[config.mk]
export PLATFORM = sky130hd
export DESIGN_NAME = sas_sar_adc_sequencer
export DESIGN_NICKNAME = d
export VERILOG_FILES = /design/src/rtl/sas_pkg.sv /design/src/rtl/sas_sar_adc_sequencer.sv /design/src/rtl/sas_result_bank.sv
export VERILOG_INCLUDE_DIRS = /design/src /design/src/rtl
export SDC_FILE = /design/constraint.sdc
export NUM_CORES = 1
export LEC_CHECK = 0
export BUFFER_PORTS_ARGS = -buffer_cell sky130_fd_sc_hd__buf_2
export CORE_MARGIN = 1
export CORE_UTILIZATION = 54
export DETAILED_ROUTE_END_ITERATION = 7
export HOLD_SLACK_MARGIN = 0.06
export PLACE_DENSITY = 0.82
export SETUP_SLACK_MARGIN = 0.2
export SKIP_LAST_GASP = 1
export SYNTH_ARGS = -nofsm -noshare
export SYNTH_HDL_FRONTEND = slang
export SYNTH_SLANG_ARGS = --single-unit
[constraint.sdc]
create_clock -name i_clk_sys -period 2.2 [get_ports i_clk_sys]
set_input_delay 0.22 -clock i_clk_sys [delete_from_list [all_inputs] [get_ports i_clk_sys]]
set_output_delay 0.22 -clock i_clk_sys [all_outputs]
set_load 0.05 [all_outputs]
[src/rtl/sas_params.svh]
// Constants for the SAR converter sequencer
`ifndef SAS_PARAMS_SVH
`define SAS_PARAMS_SVH
`define SAS_SAR_W        8
`define SAS_NUM_RES      4
`define SAS_MODE_W       5
`define SAS_MODE_RESET   5'h00
`define SAS_SCAN_SEL_BIT 0
`define SAS_CH_LSB       1
`define SAS_GROUP_BIT    3
`define SAS_SETTLE_NS    20
`define SAS_CLK_NS       5
`define SAS_SETTLE_CYC   ((`SAS_SETTLE_NS + `SAS_CLK_NS - 1) / `SAS_CLK_NS)
`endif

[src/rtl/sas_pkg.sv]
// Types for the SAR converter sequencer
package sas_pkg;
   typedef enum logic [1:0] {SAS_IDLE, SAS_SETTLE, SAS_DECIDE} sas_state_t;
   typedef struct packed {
      logic [7:0] code;
      logic [1:0] slot;
      logic       we;
   } sas_result_t;
endpackage

[src/rtl/sas_sar_adc_sequencer.sv]
// SAR converter sequencer top
`timescale 1ns/1ps
`include "sas_params.svh"
module sas_sar_adc_sequencer
   import sas_pkg::*;
#(
   parameter int SETTLE_CYC = `SAS_SETTLE_CYC
) (
   input  wire logic       i_clk_sys,
   input  wire logic       i_rst,
   input  wire logic       i_hw_stop,
   input  wire logic       i_mode_we,
   input  wire logic [4:0] i_mode_wdata,
   input  wire logic       i_reference_voltage_input,
   input  wire logic       i_comp_higher,
   output logic [7:0]      o_tap_sel,
   output logic [2:0]      o_mux_sel,
   output logic [4:0]      o_channel_mode_register,
   output logic [7:0]      o_result_reg_0,
   output logic [7:0]      o_result_reg_1,
   output logic [7:0]      o_result_reg_2,
   output logic [7:0]      o_result_reg_3,
   output logic            o_conversion_done_irq,
   output logic            o_busy
);
   localparam int CW = $clog2(SETTLE_CYC + 1);

   sas_state_t  state_q, state_d;
   logic [4:0]  mode_q, mode_d;
   logic [7:0]  sar_q, sar_d;
   logic [7:0]  bit_q, bit_d;
   logic [1:0]  slot_q, slot_d;
   logic [CW-1:0] cnt_q, cnt_d;
   logic [2:0]  mux_q, mux_d;
   logic        irq_q, irq_d;
   logic        busy_q, busy_d;
   sas_result_t wr;
   logic [7:0]  res [`SAS_NUM_RES];

   // Input channel for a given result slot
   function automatic logic [2:0] chan_for(input logic [4:0] m, input logic [1:0] s);
      if (m[`SAS_SCAN_SEL_BIT] == 1'b0) begin
         chan_for = {m[`SAS_GROUP_BIT], s};
      end else begin
         chan_for = m[`SAS_GROUP_BIT:`SAS_CH_LSB];
      end
   endfunction

   always_comb begin
      state_d = state_q;
      mode_d  = mode_q;
      sar_d   = sar_q;
      bit_d   = bit_q;
      slot_d  = slot_q;
      cnt_d   = cnt_q;
      irq_d   = 1'b0;
      wr      = '0;
      if (i_hw_stop) begin
         mode_d  = `SAS_MODE_RESET;
         state_d = SAS_IDLE;
         slot_d  = 2'h0;
         sar_d   = 8'h00;
      end else if (i_mode_we) begin
         mode_d  = i_mode_wdata;
         state_d = SAS_IDLE;
         slot_d  = 2'h0;
         sar_d   = 8'h00;
      end else if (!i_reference_voltage_input) begin
         // Halted: restart from slot 0 with mode kept
         state_d = SAS_IDLE;
         slot_d  = 2'h0;
         sar_d   = 8'h00;
      end else begin
         unique case (state_q)
            SAS_IDLE: begin
               sar_d   = 8'h80;
               bit_d   = 8'h80;
               cnt_d   = CW'(SETTLE_CYC);
               state_d = SAS_SETTLE;
            end
            SAS_SETTLE: begin
               cnt_d = cnt_q - CW'(1);
               if (cnt_q == CW'(1)) begin
                  state_d = SAS_DECIDE;
               end
            end
            SAS_DECIDE: begin
               if (!i_comp_higher) begin
                  sar_d = sar_q & ~bit_q;
               end
               if (bit_q[0]) begin
                  wr.we   = 1'b1;
                  wr.slot = slot_q;
                  wr.code = i_comp_higher ? sar_q : (sar_q & ~bit_q);
                  slot_d  = slot_q + 2'h1;
                  irq_d   = (slot_q == 2'h3);
                  state_d = SAS_IDLE;
               end else begin
                  bit_d   = bit_q >> 1;
                  sar_d   = (i_comp_higher ? sar_q : (sar_q & ~bit_q)) | (bit_q >> 1);
                  cnt_d   = CW'(SETTLE_CYC);
                  state_d = SAS_SETTLE;
               end
            end
         endcase
      end
      mux_d = chan_for(mode_d, slot_d);
      // Busy is registered so the output comes from a flop
      busy_d = (state_d != SAS_IDLE);
   end

   always_ff @(posedge i_clk_sys or posedge i_rst) begin
      if (i_rst) begin
         state_q <= SAS_IDLE;
         mode_q  <= `SAS_MODE_RESET;
         sar_q   <= 8'h00;
         bit_q   <= 8'h80;
         slot_q  <= 2'h0;
         cnt_q   <= '0;
         mux_q   <= 3'h0;
         irq_q   <= 1'b0;
         busy_q  <= 1'b0;
      end else begin
         state_q <= state_d;
         mode_q  <= mode_d;
         sar_q   <= sar_d;
         bit_q   <= bit_d;
         slot_q  <= slot_d;
         cnt_q   <= cnt_d;
         mux_q   <= mux_d;
         irq_q   <= irq_d;
         busy_q  <= busy_d;
      end
   end

   sas_result_bank #(
      .NUM_RES (`SAS_NUM_RES)
   ) u_bank (
      .i_clk_sys (i_clk_sys),
      .i_rst     (i_rst),
      .i_wr      (wr),
      .o_res     (res)
   );

   assign o_tap_sel               = sar_q;
   assign o_mux_sel               = mux_q;
   assign o_channel_mode_register = mode_q;
   assign o_result_reg_0          = res[0];
   assign o_result_reg_1          = res[1];
   assign o_result_reg_2          = res[2];
   assign o_result_reg_3          = res[3];
   assign o_conversion_done_irq   = irq_q;
   assign o_busy                  = busy_q;
endmodule

[src/rtl/sas_result_bank.sv]
// Four result registers filled in order
`timescale 1ns/1ps
`include "sas_params.svh"
module sas_result_bank
   import sas_pkg::*;
#(
   parameter int NUM_RES = `SAS_NUM_RES
) (
   input  wire logic        i_clk_sys,
   input  wire logic        i_rst,
   input  wire sas_result_t i_wr,
   output logic [7:0]       o_res [NUM_RES]
);
   logic [7:0] res_q [NUM_RES];
   logic [7:0] res_d [NUM_RES];

   always_comb begin
      res_d = res_q;
      if (i_wr.we) begin
         res_d[i_wr.slot] = i_wr.code;
      end
   end

   always_ff @(posedge i_clk_sys or posedge i_rst) begin
      if (i_rst) begin
         for (int i = 0; i < NUM_RES; i++) begin
            res_q[i] <= 8'h00;
         end
      end else begin
         res_q <= res_d;
      end
   end

   assign o_res = res_q;
endmodule

Word level (Yosys, flattened, before mapping)
Index checks and enable logic that the tools add are counted.
{"block": "word_totals", "register_bits": 65, "word_cells": 76, "input_bits": 11}
{"block": "op_classes", "bitwise_logic": 6, "n_reduce_logical": 8, "mux": 37, "add_sub_neg": 2, "n_eq_ne": 6, "n_lt_le_gt_ge": 2}
{"operator": "$mux 8", "n": 7}
{"operator": "$mux 11", "n": 5}
{"operator": "$bwmux 32", "n": 1}
{"operator": "$pmux 8 s2", "n": 2}
{"operator": "$mux 2", "n": 10}
{"operator": "$demux 8 s2", "n": 1}
{"operator": "$mux 5", "n": 2}
{"operator": "$pmux 3 s3", "n": 1}
{"operator": "$and 8x8->8", "n": 1}
{"operator": "$not 8->8", "n": 1}
{"operator": "$or 8x7->8", "n": 1}
{"operator": "$reduce_and 4->1", "n": 2}
{"operator": "$mux 1", "n": 6}
{"operator": "$pmux 2 s3", "n": 1}
{"operator": "$reduce_bool 2->1", "n": 3}
{"operator": "$ne 5x3->1 const B", "n": 1}
{"operator": "$reduce_and 5->1", "n": 1}
{"operator": "$eq 2x2->1 const B", "n": 2}
{"operator": "$eq 3x1->1 const B", "n": 1}
{"operator": "$ge 3x3->1 const B", "n": 1}
{"operator": "$lt 3x1->1 const B", "n": 1}
{"operator": "$mux 3", "n": 1}
{"operator": "$not 2->3", "n": 1}
{"operator": "$sub 3x1->3 const B", "n": 1}
{"operator": "other kinds (6)", "n": 7}

Longest topological paths before layout
Gate-level depths: netlist of the first run.
{"block": "logic_depth", "ltp_word": 14, "depth_mapped": 6, "depth_no_buf": 5}

Modules after synthesis
A second synthesis of the first run with hierarchy kept.
{"block": "hier_totals", "cells_unflattened": 234, "hier_area_um2": 2911.5}
{"module": "sas_sar_adc_sequencer", "n_inst": 1, "cells_per_inst": 165, "area_per_inst_um2": 1695.4, "seq_area_each_um2": 802.0}
{"module": "sas_result_bank", "n_inst": 1, "cells_per_inst": 69, "area_per_inst_um2": 1216.2, "seq_area_each_um2": 800.8}

Least setup slack after synthesis of the first run
No wires, ideal clock.
{"block": "synth_path", "path_type": "reg-to-reg", "from": "register state_q[0]", "to": "register u_bank.res_q, in the netlist u_bank.o_res[0]", "slack_ps": 298, "arrival_time_ps": 1777, "setup_ps": 125, "synth_period_minus_slack_ps": 1902, "n_path_buf": 1, "stages_incl_launch_ff": 7, "required_ps": 2075, "cell_sequence": "dfrtp_1 -> inv_1 -> ha_1 -> nand4bb_1 -> clkbuf_1 -> nor2_1 -> mux2_2"}
{"block": "synth_between", "elab_chain_cells": 11}
{"item": "start, declared", "line": "sas_sar_adc_sequencer.sv:28", "rtl": "sas_state_t state_q, state_d;"}
{"item": "start signal, assigned", "line": "sas_sar_adc_sequencer.sv:124", "rtl": "state_q <= state_d;"}
{"item": "$eq 2x2->1 (*)", "line": "sas_sar_adc_sequencer.sv:74", "rtl": "unique case (state_q)"}
{"item": "$mux 11 (*)", "line": "sas_sar_adc_sequencer.sv:74"}
{"item": "$mux 11 (*)", "line": "sas_sar_adc_sequencer.sv:68", "rtl": "end else if (!i_reference_voltage_input) begin"}
{"item": "$mux 11 (*)", "line": "sas_sar_adc_sequencer.sv:63", "rtl": "end else if (i_mode_we) begin"}
{"item": "$mux 11 (*)", "line": "sas_sar_adc_sequencer.sv:58", "rtl": "if (i_hw_stop) begin"}
{"item": "$not 2->3 (not written as such)", "line": "sas_result_bank.sv:20", "rtl": "res_d[i_wr.slot] = i_wr.code;"}
{"item": "$ge 3x3->1 (not written as such) / $lt 3x1->1 (equally long branches)", "line": "sas_result_bank.sv:20"}
{"item": "$logic_and 1x1->1 (not written as such)", "line": "sas_result_bank.sv:20"}
{"item": "$mux 8 (not written as such)", "line": "sas_result_bank.sv:20"}
{"item": "$demux 8 s2", "line": "sas_result_bank.sv:20"}
{"item": "$bwmux 32", "line": "sas_result_bank.sv:20"}
{"item": "end signal, assigned", "line": "sas_result_bank.sv:30", "rtl": "res_q <= res_d;"}
{"item": "end, declared", "line": "sas_result_bank.sv:14", "rtl": "logic [7:0] res_q [NUM_RES];"}
Every way passes the cells marked *; elsewhere a longest branch is shown, timed or not.
A chain may end at the register's enable or synchronous reset.

Worst setup path after layout of the first run
{"block": "layout_path", "from": "register state_q[0]", "to": "register u_bank.res_q, in the netlist u_bank.o_res[27]"}
Same word-level chain as after synthesis.

==> results of run 1 <==
## power by group through the flow
stage | logic, uW | clock network (uW) | registers (uW)
final | 139 | 962 | 1200
after global routing | 155 | 1030 | 1200
after CTS | 141 | 973 | 1200
after detailed placement | 138 | 0 | 1220
after global placement | 136 | 0 | 1220
after floorplan | 72.2 | 0 | 1250
## worst max-delay path: stages (launching register included)
cell     delay (ns)
dfrtp_1        0.39
inv_1          0.12
ha_1           0.27
nand2_1        0.11
or4_4          0.54
mux2_4         0.34
## path summary, 6_finish.rpt
path                                   from                    endpoint  slack (ns)
setup / recovery                 state_q[0]            u_bank.o_res[27]        0.31
hold / removal              i_mode_wdata[2]  o_channel_mode_register[2]        0.16
setup reg to reg                 state_q[0]            u_bank.o_res[27]        0.31
hold reg to reg            u_bank.o_res[17]            u_bank.o_res[17]        0.50
max in group asynchronous             i_rst                    bit_q[7]        1.06
min in group asynchronous             i_rst            u_bank.o_res[26]        0.48
## cell type report
| cell class | count | share of cell area [%] |
|---|---|---|
| Sequential cell | 64 | 45.3 |
| Clock buffer | 11 | 4.00 |
| Clock inverter | 4 | 1.27 |
| Inverter | 8 | 0.850 |
| Tap cell | 70 | 2.48 |
| Multi-Input combinational cell | 148 | 33.5 |
| Timing Repair Buffer | 77 | 12.5 |
## per-stage QoR
| stage | hold slack, ns | utilization (%) | instances | area [sq um] | setup slack (ns) |
|---|---|---|---|---|---|
| finish | 0.156 | 68.8 | 382 | 3530 | 0.313 |
| global route | 0.171 | 68.8 | 382 | 3530 | 0.230 |
| CTS | 0.156 | 68.8 | 382 | 3530 | 0.298 |
| detailed placement | 0.294 | 64.9 | 366 | 3340 | 0.345 |
| global placement | 0.295 | 64.9 | 366 | 3340 | 0.390 |
| floorplan | 0.376 | - | 232 | 2900 | 0.298 |
## cell usage after synthesis (2+ instances only)
cell type	number
a21boi_0	2
a21oi_1	9
a31oi_1	3
and2_1	7
buf_6	4
clkbuf_1	6
dfrtp_1	63
ha_1	7
inv_1	8
mux2_2	25
mux2_4	8
mux2i_1	7
nand2_1	10
nand2b_1	6
nand3_1	8
nor2_1	13
nor2b_1	8
nor3_1	3
o21ai_0	4
o2bb2ai_1	7
o31ai_1	6
## metal layers
metal  vias up  wire [um]  GRT usage [%]
li1        976          -              -
met1      1014       2590           28.4
met2        49       2980           40.0
met3        13        207           4.82
met4         0        115           10.5
met5         -          0              0
## registers in the layout (all words and copies together), names as in the netlist
signal                   count
u_bank.o_res                32
o_conversion_done_irq        1
cnt_q                        3
slot_q                       2
o_channel_mode_register      5
o_tap_sel                    8
state_q                      2
o_busy                       1
o_mux_sel                    2
bit_q                        8
## cell families (layout without fill, tap and decap cells)
group           Yosys count  count (layout)  share of synthesized area [%]
flops                    64              64                           55.3
simple gates             64              64                           12.7
mux                      40              40                           16.3
compound gates           37              37                           8.89
buf+inv                  20             100                           3.80
fa+ha+maj                 7               7                           3.02
## repair_timing
item                      in CTS  in global routing
hold buffers                   1                  0
resized for setup              0                  0
hold endpoints to repair      25                  0
==> impl_metrics.csv, run 1 <==
group,metric,value,unit
detailed_routing,vias,2052,
detailed_routing,drt_iter0_markers,99,
cts,root_buffer,"clkbuf_8",
layout,area_growth,22.0,%
cts,cts_tree,"built",
global_route,antenna_found_initial,0,
timing,finalSetupTns,0,ns
pwr,intPower,1780,uW
place,numPortBuffers,60,
cts,insertion_delay,0.33,ns
timing,setup_viol,0,
floorplan,core,5140,sq um
pwr,total_power,2300,uW
timing,tightest_slew,0.554,ns
timing,max_freq,0.530,GHz
synthesis,synthesis.area,2900,sq um
timing,hold_viol_final,0,
layout,drive_gt1_share,41.3,%
layout,n_antenna_cell,0,
detailed_routing,wl,5.88,mm
synthesis,netlist_instances,232,
floorplan,die_w,75.3,um
critical_path,worst_setup_path_end_kind,"flip-flop",
critical_path,worstPathRequired,2.41,ns
synthesis,synth.avg_cell_area,12.5,sq um
layout,layout.nets,326,
pwr,seqPwrFrac,52.1,%
layout,layout_commonest_cell,"dfrtp_1",
synthesis,async_flop_share,100,%
floorplan,die_area,5660,sq um
synthesis,synth_edf_count,0,
layout,final_cell_mix,"dfrtp_1, buf_2, mux2_2, buf_4, nor2_1",
pwr,powerDensity,651,nW/um^2
place,place.gp.congestion,0.771,
synthesis,ys_warn_count,0,
cts,cts.path.max_buffers,2,
global_route,grt_max_degree,40,
hold_path,min_path_type,"input port to flip-flop",
critical_path,worstPathArrival,2.10,ns
global_route,grt_pass1_wl,9.44,mm
outcome,outcome,"completed",
synthesis,seq_area_frac_synth,55.3,%
cts,htreeDepth,3,
floorplan,rows,26,
hold_path,hold_path_depth,3,
critical_path,cp-start-kind,"flip-flop",
synthesis,yosysTopAreaCellShare,54.4,%
critical_path,critPathMaxFanout,8,
global_route,grt_pass1_vias,2008,
pwr,switching_share,22.7,%
floorplan,fp.dieH,75.3,um
pwr,pwr-share-comb,6.0,%
critical_path,crit_type,"flip-flop to flip-flop",
floorplan,io_pins,61,
timing,rsz0062_at_grt,"no",
global_route,track_usage,23.3,%
layout,seqCellArea,1600,sq um
synthesis,synth_seq_cells,64,
cts,clock_sinks,64,
timing,post-route-min-period,1.89,ns
synthesis,ys_top_cells_by_area,"dfrtp_1, mux2_2, mux2_4",
detailed_routing,wire_per_inst,15.4,um
cts,cts.clk_slew.worst_paths,0.06,ns
synthesis,synth-main-ff-cell,"dfrtp_1",
pwr,power_frac_clock,41.8,%
pwr,ir_worst_vdd,0.000424,V
detailed_routing,firstDrtPassIters,4,
layout,fillers,410,
pwr,p_leak,0.00192,uW
timing,post-route-period-util,85.8,%
place,dp_hpwl,4.10,mm
flow_run,cap_viol_max_count,0,
synthesis,ys_types,39,
synthesis,yosysTopAreaCell,"dfrtp_1",
detailed_routing,ant_nets,0,
timing,drv_slew,0,
cts,post-cts-setup-buffers,0,
pwr,power_switching,523,uW
critical_path,rr_worst_depth,5,
detailed_routing,vias_per_cell,5.37,
layout,multi_input_area,1180,sq um
timing,skew,0.00735,ns
detailed_routing,remaining_drc_errors,0,
synthesis,synth_fp_nets,250,
timing,relSlewSlack,63.0,%
floorplan,start_util,56.4,%
cts,cts_inserted_buffers,9,
global_route,grt_overflow_total,0,
No activity file was read; power rests on OpenSTA's default activity.
==> inputs of run 2 (changes only) <==
Settings changed: BUFFER_PORTS_ARGS -buffer_cell sky130_fd_sc_hd__buf_2 to -buffer_cell sky130_fd_sc_hd__buf_4, CAP_MARGIN set to 5.
==> run 2 against run 1 <==
Compared with the run above:
- die area unchanged
- sequential share of layout area shrank 1.9 points
- count of clock-buffer cells in the layout rose by 1
- combinational power rose by 4%
- worst hold slack got worse by 0.049 ns
- design area is 4.3% higher
- first-iteration DRC count rose by 27%
==> impl_metrics.csv, run 2 (synthesized netlist as in run 1, its figures left out) <==
group,metric,value,unit
global_route,grt_overflow_total,0,
global_route,grt_max_degree,24,
floorplan,fp.dieH,75.3,um
place,numPortBuffers,60,
outcome,outcome,"completed",
critical_path,crit_type,"flip-flop to flip-flop",
critical_path,cp-start-kind,"flip-flop",
detailed_routing,ant_nets,0,
global_route,track_usage,23.6,%
place,postPlaceCellArea,3470,sq um
detailed_routing,wire_per_inst,15.5,um
floorplan,io_pins,61,
timing,hold_viol_final,0,
detailed_routing,remaining_drc_errors,0,
detailed_routing,firstDrtPassIters,4,
critical_path,rr_worst_depth,5,
detailed_routing,vias,2063,
place,place.gp.congestion,0.796,
layout,layout.nets,325,
critical_path,reg2reg_slack,0.33,ns
cts,root_buffer,"clkbuf_8",
hold_path,min_path_type,"input port to flip-flop",
detailed_routing,wl,5.92,mm
cts,htreeDepth,3,
critical_path,worstPathRequired,2.42,ns
critical_path,r2r_end,"u_bank.o_res[26]",
timing,post-route-period-util,84.9,%
hold_path,min_to,"o_channel_mode_register[4]",
global_route,antenna_found_initial,0,
timing,post-route-min-period,1.87,ns
global_route,grt_pass1_vias,2058,
layout,multi_input_area,1180,sq um
floorplan,die_w,75.3,um
timing,setup_viol,0,
cts,cts-resized-gates,0,
layout,design_area,3690,sq um
flow_run,cap_viol_max_count,0,
layout,area_growth,27.2,%
cts,cts_tree,"built",
hold_path,hold_path_depth,2,
hold_path,hold_start,"i_hw_stop",
layout,largest_reg_flops,32,
detailed_routing,drt_iter0_markers,126,
global_route,grt_pass1_wl,9.65,mm
floorplan,core,5140,sq um
layout,layout_commonest_cell,"buf_4",
pwr,p_leak,0.00191,uW
place,dp_hpwl,4.27,mm
floorplan,rows,26,
timing,relSlewSlack,67.7,%
layout,final_cell_mix,"buf_4, dfrtp_1, mux2_2, nor2_1, clkbuf_8",
critical_path,worstPathArrival,2.09,ns
timing,finalSetupTns,0,ns
timing,drv_slew,0,
detailed_routing,vias_per_cell,5.40,
floorplan,die_area,5660,sq um
cts,cts_inserted_buffers,9,
timing,tightest_slew,0.480,ns
critical_path,worst_setup_path_end_kind,"flip-flop",
pwr,powerDensity,644,nW/um^2
layout,seqCellArea,1600,sq um
layout,drive_gt1_share,41.3,%
cts,insertion_delay,0.34,ns
cts,cts.clk_slew.worst_paths,0.07,ns
layout,fillers,382,
timing,skew,0.00692,ns
cts,cts.path.max_buffers,2,
pwr,ir_worst_vdd,0.000739,V
layout,n_antenna_cell,0,
critical_path,critPathMaxFanout,8,
critical_path,r2r-start,"state_q[0]",
floorplan,start_util,56.4,%
cts,clock_sinks,64,
timing,rsz0062_at_grt,"no",
timing,max_freq,0.536,GHz
run 2: cell types whose count changed in the layout (fill, tap and decap cells not counted):
cell	before	now
clkinv_2	3	0
clkbuf_8	10	11
buf_4	15	75
buf_2	60	0
buf_12	1	0
clkinvlp_4	0	3
run 2: worst max-delay path by stage:
stage	end	cells after the start	slack, ns	startpoint
after global placement	u_bank.o_res[31]	4	0.29	i_hw_stop
after CTS	u_bank.o_res[31]	5	0.32	state_q[0]
final	u_bank.o_res[26]	5	0.33	state_q[0]
after floorplan	u_bank.o_res[0]	6	0.30	state_q[0]
after detailed placement	u_bank.o_res[31]	4	0.28	i_mode_we
after global routing	u_bank.o_res[31]	5	0.27	state_q[0]
run 2: per-stage QoR:
stage | worst slack (ns) | instances | util [%] | hold WS (ns) | total power [uW]
after floorplan | 0.298 | 232 | - | 0.376 | 1320
after global placement | 0.295 | 365 | 67.5 | 0.255 | 1360
after detailed placement | 0.276 | 365 | 67.5 | 0.257 | 1370
after CTS | 0.321 | 382 | 71.7 | 0.0971 | 2400
after global routing | 0.269 | 382 | 71.7 | 0.113 | 2450
final | 0.333 | 382 | 71.7 | 0.107 | 2370
run 2: metal layers:
| layer | share of wire, % | up-vias | GRT usage [%] |
|---|---|---|---|
| met3 | 3.9 | 15 | 5.09 |
| met1 | 44 | 1004 | 29.0 |
| met4 | 2.9 | 0 | 13.0 |
| met2 | 49 | 65 | 38.9 |
| met5 | 0 | - | 0 |
| li1 | - | 979 | - |
run 2: area by class of cell:
| class | count | share of cell area (%) |
|---|---|---|
| flip-flops and latches | 64 | 43.5 |
| clock inverters | 4 | 1.43 |
| clock buffers | 12 | 4.21 |
| well taps | 70 | 2.38 |
| inverters | 8 | 0.815 |
| multi-input cells | 148 | 32.1 |
| repair buffers | 76 | 15.5 |
run 2: what timing repair did:
| action | CTS | global route |
|---|---|---|
| hold buffers | 1 | 0 |
| hold endpoints to repair | 20 | 0 |
| buffers inserted | 0 | 0 |
run 2: critical path, stage by stage, from the launching register on:
cell and delay [ns]:
dfrtp_1 0.40, inv_1 0.12, ha_1 0.26, nand2_1 0.09
or4_4 0.54, mux2_4 0.33
run 2: report_power, final:
group / total [uW] / switching [uW] / internal (uW)
clock network: 1030 / 446 / 585
logic: 144 / 93.3 / 50.4
registers: 1200 / 8.80 / 1190
total: 2370 / 548 / 1830
